--- config.mk ---
export PLATFORM = sky130hd
export DESIGN_NAME = acs_regs
export DESIGN_NICKNAME = d
export VERILOG_FILES = /design/src/hdl/acs_pkg.sv /design/src/hdl/acs_regs.sv
export VERILOG_INCLUDE_DIRS = /design/src /design/src/hdl
export SDC_FILE = /design/constraint.sdc
export NUM_CORES = 1
export LEC_CHECK = 0
export BUFFER_PORTS_ARGS = -buffer_cell sky130_fd_sc_hd__buf_4
export CORE_ASPECT_RATIO = 1.2
export CORE_MARGIN = 4
export CORE_UTILIZATION = 35
export DETAILED_ROUTE_END_ITERATION = 16
export SLEW_MARGIN = 10
export SYNTH_ARGS = -nofsm -noshare
export SYNTH_HDL_FRONTEND = slang
export SYNTH_SLANG_ARGS = --single-unit
--- constraint.sdc ---
create_clock -name i_core_clk -period 5.8 [get_ports i_core_clk]
set_input_delay 1.16 -clock i_core_clk [delete_from_list [all_inputs] [get_ports i_core_clk]]
set_output_delay 1.16 -clock i_core_clk [all_outputs]
set_load 0.02 [all_outputs]
--- src/hdl/acs_consts.svh ---
// Constants for the channel, status, interrupt and result registers of the
// eight-channel converter control block. Included by the package and the block.
`ifndef ACS_CONSTS_SVH
`define ACS_CONSTS_SVH

`define ACS_ADDR_W 8
`define ACS_OFF_CHAN_SET 8'h10
`define ACS_OFF_CHAN_CLEAR 8'h14
`define ACS_OFF_CHAN_STATE 8'h18
`define ACS_OFF_STATUS 8'h1C
`define ACS_OFF_LATEST 8'h20
`define ACS_OFF_IRQ_SET 8'h24
`define ACS_OFF_IRQ_CLEAR 8'h28
`define ACS_OFF_IRQ_MASK 8'h2C
`define ACS_OFF_CHAN_RES0 8'h30
`define ACS_OFF_CHAN_RES7 8'h4C

`define ACS_BIT_OVR_LO 8
`define ACS_BIT_RESULT_AVAILABLE_FLAG 16
`define ACS_BIT_GOVR 17
`define ACS_BIT_DMA_COUNT_REACHED_ZERO 18
`define ACS_BIT_DMA_BUFFERS_EXHAUSTED 19

`define ACS_RST_CHAN_STATE 8'h00
`define ACS_RST_IRQ_MASK 20'h00000
`define ACS_RST_RESULT 10'h000

`define ACS_RESP_OKAY 2'h0
`define ACS_RESP_SLVERR 2'h2

`endif

--- src/hdl/acs_pkg.sv ---
// Types shared by the converter control block and whoever binds to it.
// Assumes the constants header sits beside it on the include path.
package acs_pkg;
  `include "acs_consts.svh"

  localparam int ACS_NCH = 8;
  localparam int ACS_RES_W = 10;
  localparam int ACS_FLAGS_W = 20;

  typedef enum logic [1:0] {
    ACS_SEQ_IDLE,
    ACS_SEQ_ISSUE,
    ACS_SEQ_WAIT
  } acs_seq_t;

  // One beat handed to the peripheral DMA: channel number and its result.
  typedef struct packed {
    logic [2:0] chan;
    logic [9:0] data;
  } acs_beat_t;

  // Request to the analog cell: convert this channel.
  typedef struct packed {
    logic start;
    logic [2:0] chan;
  } acs_conv_req_t;

  // Whole state of the block, registered as one word.
  typedef struct packed {
    acs_seq_t seq;
    logic [2:0] seq_chan;
    logic [7:0] chan_en;
    logic [7:0] eoc;
    logic [7:0] ovr;
    logic result_available_flag;
    logic govr;
    logic dma_count_reached_zero;
    logic [19:0] imask;
    logic [9:0] latest;
    logic [7:0][9:0] chan_res;
    logic aw_got;
    logic [7:0] aw_addr;
    logic w_got;
    logic [31:0] wdata;
    logic bvalid;
    logic [1:0] bresp;
    logic rvalid;
    logic [1:0] rresp;
    logic [31:0] rdata;
    acs_conv_req_t conv;
    logic dma_valid;
    acs_beat_t dma_beat;
  } acs_state_t;
endpackage

--- src/hdl/acs_regs.sv ---
// Channel control, status, interrupt mask and result holding for an
// eight-channel converter, with its conversion sequencer and DMA beat port.
// Assumes one clock, a synchronous analog cell that returns one done pulse
// per start request, and a DMA engine that reports its counter state.
//
// How it works
// - Write one to channel-set bits 0..7 enables that channel; zeros ignored.
// - Write one to channel-clear bits 0..7 disables that channel; zeros ignored.
// - Channel-state bits 0..7 read one for each enabled channel.
// - Status bits 0..7 read one only for enabled channels with finished conversion.
// - Status bits 8..15 record channel overruns since last status read; read clears.
// - Status bit 16 sets on a new latest result; reading latest result clears it.
// - Status bit 17 records a general overrun; status read clears it.
// - Status bit 18 sets when DMA current count hits zero since counter write.
// - Status bit 19 reads one while both DMA counts are zero.
// - Latest-result bits 9..0 capture each completed conversion and hold.
// - Per-channel result loads only while its channel is enabled, then holds.
// - Write one to irq-set bits 0..19 enables that flag's interrupt.
// - Write one to irq-clear bits 0..19 disables that flag's interrupt.
// - Irq-mask view reads the enabled interrupts in status layout.
// - DMA receives results only from enabled channels, in channel order.
// - One start request converts every enabled channel in turn, then waits.
`timescale 1ns/10ps

`include "acs_consts.svh"

module acs_regs
  import acs_pkg::*;
(
  input wire logic i_core_clk,
  input wire logic i_sys_rst,
  // AXI4-Lite slave.
  input wire logic i_s_axi_awvalid,
  output logic o_s_axi_awready,
  input wire logic [7:0] i_s_axi_awaddr,
  input wire logic i_s_axi_wvalid,
  output logic o_s_axi_wready,
  input wire logic [31:0] i_s_axi_wdata,
  input wire logic [3:0] i_s_axi_wstrb,
  output logic o_s_axi_bvalid,
  input wire logic i_s_axi_bready,
  output logic [1:0] o_s_axi_bresp,
  input wire logic i_s_axi_arvalid,
  output logic o_s_axi_arready,
  input wire logic [7:0] i_s_axi_araddr,
  output logic o_s_axi_rvalid,
  input wire logic i_s_axi_rready,
  output logic [31:0] o_s_axi_rdata,
  output logic [1:0] o_s_axi_rresp,
  // Conversion trigger and analog cell.
  input wire logic i_start,
  output acs_conv_req_t o_conv_req,
  input wire logic i_conv_done,
  input wire logic [9:0] i_conv_data,
  // Peripheral DMA.
  output logic o_dma_valid,
  input wire logic i_dma_ready,
  output acs_beat_t o_dma_beat,
  input wire logic i_dma_cur_zero,
  input wire logic i_dma_next_zero,
  input wire logic i_dma_count_write,
  // Interrupt and sequencer state.
  output logic o_irq,
  output logic o_busy
);

  ////////////////////////////////////////////////////////////////////////////
  // Helpers.

  // Lowest enabled channel at or above the given index; bit 3 flags a find.
  function automatic logic [3:0] acs_next_chan(input logic [7:0] en, input logic [3:0] from);
    logic [3:0] res;
    res = 4'h0;
    for (int i = 7; i >= 0; i--) begin
      if (en[i] && (4'(i) >= from)) begin
        res = {1'b1, 3'(i)};
      end
    end
    return res;
  endfunction

  function automatic logic acs_mapped(input logic [7:0] a);
    return (a >= `ACS_OFF_CHAN_SET) && (a <= `ACS_OFF_CHAN_RES7) && (a[1:0] == 2'h0);
  endfunction

  ////////////////////////////////////////////////////////////////////////////
  // State.

  acs_state_t s_ff;
  acs_state_t nxt_s;
  logic [31:0] wmask;
  logic [31:0] wbits;
  logic [19:0] status;
  logic dma_buffers_exhausted;
  logic [3:0] pick;
  logic [2:0] rd_ch;
  logic aw_take;
  logic w_take;
  logic wr_commit;
  logic rd_take;
  logic dma_take;
  logic rd_hit_result;
  logic [7:0] done_view;
  logic [19:0] irq_src;
  logic [31:0] rd_word;

  genvar g;
  generate
    for (g = 0; g < 4; g++) begin : g_strb
      assign wmask[g*8 +: 8] = {8{i_s_axi_wstrb[g]}};
    end
  endgenerate

  // Handshake events, named once so the next-state logic reads as a list of effects.
  assign aw_take = i_s_axi_awvalid && o_s_axi_awready;
  assign w_take = i_s_axi_wvalid && o_s_axi_wready;
  assign wr_commit = s_ff.aw_got && s_ff.w_got && !s_ff.bvalid;
  assign rd_take = i_s_axi_arvalid && o_s_axi_arready;
  assign dma_take = s_ff.dma_valid && i_dma_ready;

  // Result registers sit at consecutive words, so the word index picks the channel.
  assign rd_ch = i_s_axi_araddr[4:2] - 3'h4;
  assign rd_hit_result = acs_mapped(i_s_axi_araddr) && (i_s_axi_araddr >= `ACS_OFF_CHAN_RES0);

  generate
    for (g = 0; g < 8; g++) begin : g_done
      // A disabled channel hides its done flag even if one was left over.
      assign done_view[g] = s_ff.eoc[g] & s_ff.chan_en[g];
    end
  endgenerate

  assign dma_buffers_exhausted = i_dma_cur_zero & i_dma_next_zero;
  assign status = {dma_buffers_exhausted, s_ff.dma_count_reached_zero, s_ff.govr, s_ff.result_available_flag, s_ff.ovr, done_view};
  assign irq_src = status & s_ff.imask;

  assign o_s_axi_awready = !s_ff.aw_got && !s_ff.bvalid;
  assign o_s_axi_wready = !s_ff.w_got && !s_ff.bvalid;
  assign o_s_axi_arready = !s_ff.rvalid;
  assign o_s_axi_bvalid = s_ff.bvalid;
  assign o_s_axi_bresp = s_ff.bresp;
  assign o_s_axi_rvalid = s_ff.rvalid;
  assign o_s_axi_rdata = s_ff.rdata;
  assign o_s_axi_rresp = s_ff.rresp;
  assign o_conv_req = s_ff.conv;
  assign o_dma_valid = s_ff.dma_valid;
  assign o_dma_beat = s_ff.dma_beat;
  assign o_busy = (s_ff.seq != ACS_SEQ_IDLE);
  assign o_irq = |irq_src;

  ////////////////////////////////////////////////////////////////////////////
  // Read data.
  //
  // Word map, byte addresses:
  //   0x10 channel set, write only, reads zero.
  //   0x14 channel clear, write only, reads zero.
  //   0x18 channel state.
  //   0x1C status; the read clears the overrun flags.
  //   0x20 latest result; the read clears data ready.
  //   0x24 and 0x28 interrupt set and clear, write only, read zero.
  //   0x2C interrupt mask view.
  //   0x30 to 0x4C per-channel results; a read clears that channel's done flag.
  // Everything else answers with an error and zero data.
  // The word is built from the current state, so a flag set in the same cycle
  // as its clearing read is seen on the next read rather than lost.

  always_comb begin
    rd_word = 32'h00000000;
    case (i_s_axi_araddr)
      `ACS_OFF_CHAN_SET: begin
        rd_word = 32'h00000000;
      end
      `ACS_OFF_CHAN_CLEAR: begin
        rd_word = 32'h00000000;
      end
      `ACS_OFF_IRQ_SET: begin
        rd_word = 32'h00000000;
      end
      `ACS_OFF_IRQ_CLEAR: begin
        rd_word = 32'h00000000;
      end
      `ACS_OFF_CHAN_STATE: begin
        rd_word = {24'h000000, s_ff.chan_en};
      end
      `ACS_OFF_STATUS: begin
        rd_word = {12'h000, status};
      end
      `ACS_OFF_LATEST: begin
        rd_word = {22'h00000, s_ff.latest};
      end
      `ACS_OFF_IRQ_MASK: begin
        rd_word = {12'h000, s_ff.imask};
      end
      default: begin
        if (rd_hit_result) begin
          rd_word = {22'h00000, s_ff.chan_res[rd_ch]};
        end
      end
    endcase
  end

  ////////////////////////////////////////////////////////////////////////////
  // Next state.

  always_comb begin
    nxt_s = s_ff;
    nxt_s.conv.start = 1'b0;
    wbits = s_ff.wdata & wmask;
    pick = 4'h0;

    // Write channels: address and data are caught in either order.
    if (aw_take) begin
      nxt_s.aw_got = 1'b1;
      nxt_s.aw_addr = i_s_axi_awaddr;
    end
    if (w_take) begin
      nxt_s.w_got = 1'b1;
      nxt_s.wdata = i_s_axi_wdata;
    end
    if (s_ff.bvalid && i_s_axi_bready) begin
      nxt_s.bvalid = 1'b0;
    end
    if (wr_commit) begin
      nxt_s.aw_got = 1'b0;
      nxt_s.w_got = 1'b0;
      nxt_s.bvalid = 1'b1;
      nxt_s.bresp = acs_mapped(s_ff.aw_addr) ? `ACS_RESP_OKAY : `ACS_RESP_SLVERR;
      case (s_ff.aw_addr)
        `ACS_OFF_CHAN_SET: begin
          nxt_s.chan_en = s_ff.chan_en | wbits[7:0];
        end
        `ACS_OFF_CHAN_CLEAR: begin
          nxt_s.chan_en = s_ff.chan_en & ~wbits[7:0];
        end
        `ACS_OFF_IRQ_SET: begin
          nxt_s.imask = s_ff.imask | wbits[19:0];
        end
        `ACS_OFF_IRQ_CLEAR: begin
          nxt_s.imask = s_ff.imask & ~wbits[19:0];
        end
        default: begin
        end
      endcase
    end

    // Read channel: data and read side effects are taken at the address handshake.
    if (s_ff.rvalid && i_s_axi_rready) begin
      nxt_s.rvalid = 1'b0;
    end
    if (rd_take) begin
      nxt_s.rvalid = 1'b1;
      nxt_s.rdata = rd_word;
      nxt_s.rresp = acs_mapped(i_s_axi_araddr) ? `ACS_RESP_OKAY : `ACS_RESP_SLVERR;
      case (i_s_axi_araddr)
        `ACS_OFF_STATUS: begin
          nxt_s.ovr = 8'h00;
          nxt_s.govr = 1'b0;
        end
        `ACS_OFF_LATEST: begin
          nxt_s.result_available_flag = 1'b0;
        end
        default: begin
          if (rd_hit_result) begin
            nxt_s.eoc[rd_ch] = 1'b0;
          end
        end
      endcase
    end

    // The DMA taking a beat consumes the latest result as a software read would.
    if (dma_take) begin
      nxt_s.dma_valid = 1'b0;
      nxt_s.result_available_flag = 1'b0;
    end

    // A disabled channel never shows a finished conversion.
    nxt_s.eoc = nxt_s.eoc & nxt_s.chan_en;

    // Counter write clears; reaching zero in the same cycle still wins.
    if (i_dma_count_write) begin
      nxt_s.dma_count_reached_zero = 1'b0;
    end
    if (i_dma_cur_zero) begin
      nxt_s.dma_count_reached_zero = 1'b1;
    end

    // Sequencer. Hardware events come last so a set beats a same-cycle clear.
    case (s_ff.seq)
      ACS_SEQ_IDLE: begin
        pick = acs_next_chan(s_ff.chan_en, 4'h0);
        if (i_start && pick[3]) begin
          nxt_s.seq = ACS_SEQ_ISSUE;
          nxt_s.seq_chan = pick[2:0];
        end
      end
      ACS_SEQ_ISSUE: begin
        nxt_s.conv.start = 1'b1;
        nxt_s.conv.chan = s_ff.seq_chan;
        nxt_s.seq = ACS_SEQ_WAIT;
      end
      ACS_SEQ_WAIT: begin
        if (i_conv_done) begin
          nxt_s.latest = i_conv_data;
          if (s_ff.result_available_flag) begin
            nxt_s.govr = 1'b1;
          end
          nxt_s.result_available_flag = 1'b1;
          if (s_ff.chan_en[s_ff.seq_chan]) begin
            nxt_s.chan_res[s_ff.seq_chan] = i_conv_data;
            if (s_ff.eoc[s_ff.seq_chan]) begin
              nxt_s.ovr[s_ff.seq_chan] = 1'b1;
            end
            nxt_s.eoc[s_ff.seq_chan] = 1'b1;
            // Without a buffer an unclaimed beat is replaced; overrun flags show it.
            nxt_s.dma_valid = 1'b1;
            nxt_s.dma_beat.chan = s_ff.seq_chan;
            nxt_s.dma_beat.data = i_conv_data;
          end
          pick = (s_ff.seq_chan == 3'h7) ? 4'h0 :
                 acs_next_chan(s_ff.chan_en, {1'b0, s_ff.seq_chan} + 4'h1);
          if (pick[3]) begin
            nxt_s.seq = ACS_SEQ_ISSUE;
            nxt_s.seq_chan = pick[2:0];
          end else begin
            nxt_s.seq = ACS_SEQ_IDLE;
          end
        end
      end
      default: begin
        nxt_s.seq = ACS_SEQ_IDLE;
      end
    endcase
  end

  ////////////////////////////////////////////////////////////////////////////
  // Registers.

  always_ff @(posedge i_core_clk) begin
    if (i_sys_rst) begin
      s_ff <= '0;
      s_ff.chan_en <= `ACS_RST_CHAN_STATE;
      s_ff.imask <= `ACS_RST_IRQ_MASK;
      s_ff.latest <= `ACS_RST_RESULT;
    end else begin
      s_ff <= nxt_s;
    end
  end

endmodule // acs_regs

==> results.toml <==
[drt]
dr_vias = 8016
drt-wirelength-per-cell_um = 17.7
drt_drc_violations_left = 0
route.final.wire_length_mm = 27.2
ratio_of_routed_vias_to_standard_cells = 5.21
ant_nets = 0
drt_pass1_iterations = 5
drtIter0Drc = 659

[worst_setup_path]
timing_worst_setup_path_type = "reg2out"
worstPathArrival_ns = 2.11
setup.worst_path.start = "s_ff[232]"
endpoint_kind = "output port"
worst-path-max-fanout = 13
rrSetupSlack_ns = 2.59
worstSetupEndpoint = "o_irq"
critical_path_start_type = "flip-flop"
crit_reg_reg_startpoint = "s_ff[235]"
crit_required_ns = 4.64
timing.rr.end = "s_ff[235]"
worst_reg_to_reg_path_cell_count = 7

[timing]
setup_viol = 0
fin_worst_hold_slack_ns = 0.454
slew_headroom_pct = 27.7
tns_ns = 0
hold_viol = 0
final_max_slew_viol_count = 0
clock_skew_ns = 0.0164
period_needed_ns = 3.27
period_share_pct = 56.3
maxClockFrequency_mhz = 306
grt_setup_unrepaired = "no"
tightestPinTransition_ns = 1.08

[worst_hold_path]
hold_path.class = "reg2reg"

[layout]
sequential_cell_area_mm2 = 0.00428
fraction_of_final_layout_cells_sized_beyond_drive_strength_1_pct = 17.4
design.final.nets = 1221
syn2layout_area_growth_pct = 15.1
num_antenna_cells = 0
n_fill_cell = 2850
multi_input_comb_area_mm2 = 0.00490
stdcell_area_mm2 = 0.0114

[grt]
grt_pass1_wl_mm = 42.7
largest_net_degree_at_the_start_of_global_routing = 101
antenna_found_initial = 0
grt_use_total_pct = 16.9
grt_remaining_overflow = 0
grt_pass1_vias = 7771

[floorplan]
initial_core_util_pct = 35.6
ioPinCount = 136
die_w_um = 162
core.rowCount = 67
fp.coreArea_mm2 = 0.0279
die_area_mm2 = 0.0311
fp.dieH_um = 193

[yosys]
post_synth_instance_area_mm2 = 0.00993
synth_cell_type_count = 66
synth.ff_latch_count = 214
synth-warning-count = 0
synth_edf_count = 0
post_synthesis_area_per_instance_um2 = 8.84
synthFlopType = "dfxtp_1"
synth_seq_area_share_pct = 43.1
ys_async_sr_fraction_pct = 0
synthesis.instances = 1123

[run]
maxCapViolations = 0

[cts]
cts.sink_count = 214
cts_tree = "done"
worst_skew_pair.late_latency_ns = 0.52
cts-root-buf = "clkbuf_16"
clk_path_buf_depth = 3
number_of_buffers_created_by_cts = 24
cts.repair_timing.setup_buffer_count = 0
cts.htree.levels = 1
hold_buffers = 0
clk_pin_slew_worst_paths_ns = 0.06
cts_resized = 0

[pwr]
leakagePower_nw = 4.57
total_power_mw = 3.27
power-per-cell-area_mw_per_mm2 = 286
vdd_ir_drop_max_mv = 0.156

[place]
gp_routability_congestion = 0.907
placement.io_buffers = 108
dpl-instance-area_mm2 = 0.0106
dp_hpwl_mm = 18.3

[run_status]
run_status = "finished, final reports clean"
## area by class of cell
class	count	share of cell area (%)
clock buffer	36	6.36
multi-input combinational	767	42.8
timing repair buffer	119	7.82
sequential	214	37.5
tap	379	4.15
clock inverter	8	0.854
inverter	15	0.493
## synth_stat cells, types with 6 or more instances
cell type | number | area (um2)
a21oi_1 | 77 | 385
a22o_1 | 15 | 131
o211ai_1 | 6 | 45.0
and2_1 | 10 | 62.6
nand3_1 | 16 | 80.1
inv_1 | 14 | 52.6
nor3_1 | 9 | 45.0
o21ai_0 | 24 | 120
a31oi_1 | 16 | 100
mux2_2 | 11 | 124
nand2_1 | 183 | 687
nor2_1 | 139 | 522
buf_2 | 17 | 85.1
nand4_1 | 8 | 50.1
buf_4 | 54 | 405
mux2i_1 | 112 | 1120
mux4_2 | 21 | 473
a22oi_1 | 14 | 105
clkbuf_1 | 64 | 240
dfxtp_1 | 214 | 4280
## power breakdown
part | switching, mW | internal [mW]
clock network | 0.607 | 0.954
logic | 0.131 | 0.0711
registers | 0.0187 | 1.49
total | 0.757 | 2.52
## through the flow
step           utilization (%)  instances  setup slack [ns]
6_report                  40.9       1538              2.53
5_1_grt                   40.9       1538              2.45
4_1_cts                   40.9       1538              2.47
3_5_place_dp              38.0       1494              2.24
3_3_place_gp              38.0       1494              2.29
2_1_floorplan                -       1136              3.05
## cells by family (layout without fill, tap and decap cells)
| family | Yosys count | count (layout) | share of synthesized area, % |
|---|---|---|---|
| simple gates | 409 | 409 | 18.0 |
| flops | 214 | 214 | 43.1 |
| compound gates | 192 | 192 | 12.4 |
| buf+inv | 155 | 178 | 8.20 |
| mux | 144 | 144 | 17.3 |
| fa+ha+maj | 5 | 5 | 0.630 |
| xor+xnor | 3 | 3 | 0.265 |
| other cells | 1 | 14 | 0.0378 |
## how the worst min path moves through the flow
stage / slack (ns) / cells past startpoint / start / endpoint
global route: 0.47 / 2 / s_ff[152] / s_ff[152]
floorplan: 0.43 / 2 / s_ff[148] / s_ff[148]
finish: 0.45 / 2 / s_ff[152] / s_ff[152]
detailed placement: 0.45 / 2 / s_ff[152] / s_ff[152]
CTS: 0.46 / 2 / s_ff[152] / s_ff[152]
global placement: 0.44 / 2 / s_ff[156] / s_ff[156]
## critical path: stages, from the launching register on
cell,delay (ns)
dfxtp_1,0.47
nand3_1,0.16
nand4_1,0.11
a311oi_1,0.40
nand4_1,0.22
buf_4,0.22
## placed cells by master (no fill, tap or decap), drive strengths merged, types with 3 or more instances in the layout
master    instances
nor2            139
nand2           183
nand3            16
o32ai             4
clkinvlp          3
clkinv            3
nand4             8
a211oi            4
mux2i           112
a221oi            5
mux4             21
nor3b             5
and4              4
a21oi            77
ha                5
clkbuf           36
conb             14
a311oi            3
nor3             10
nand2b            5
mux2             11
o21ai            24
nor4              4
a22o             15
and3              3
or3b              3
and2             11
a22oi            14
nor2b             5
inv              15
nor4b             3
nand3b            3
dfxtp           214
o211ai            6
buf             119
a31oi            16
## state kept, by name (all words and copies together), names as in the netlist, 4 cells and up, named ones only
| register | cells |
|---|---|
| s_ff | 152 |
| o_dma_beat | 13 |
| o_s_axi_rdata | 20 |
| o_conv_req | 4 |
## routing by layer
layer | wire length [um] | GRT usage, % | vias up | share of wire, %
met1 | 12100 | 22.0 | 3870 | 44
met2 | 13200 | 29.2 | 223 | 48
met4 | 610 | 5.11 | 0 | 2.2
met5 | 0 | 0 | - | 0
li1 | - | - | 3871 | -
met3 | 1330 | 2.31 | 52 | 4.9
(Power assumes the default switching activity.)
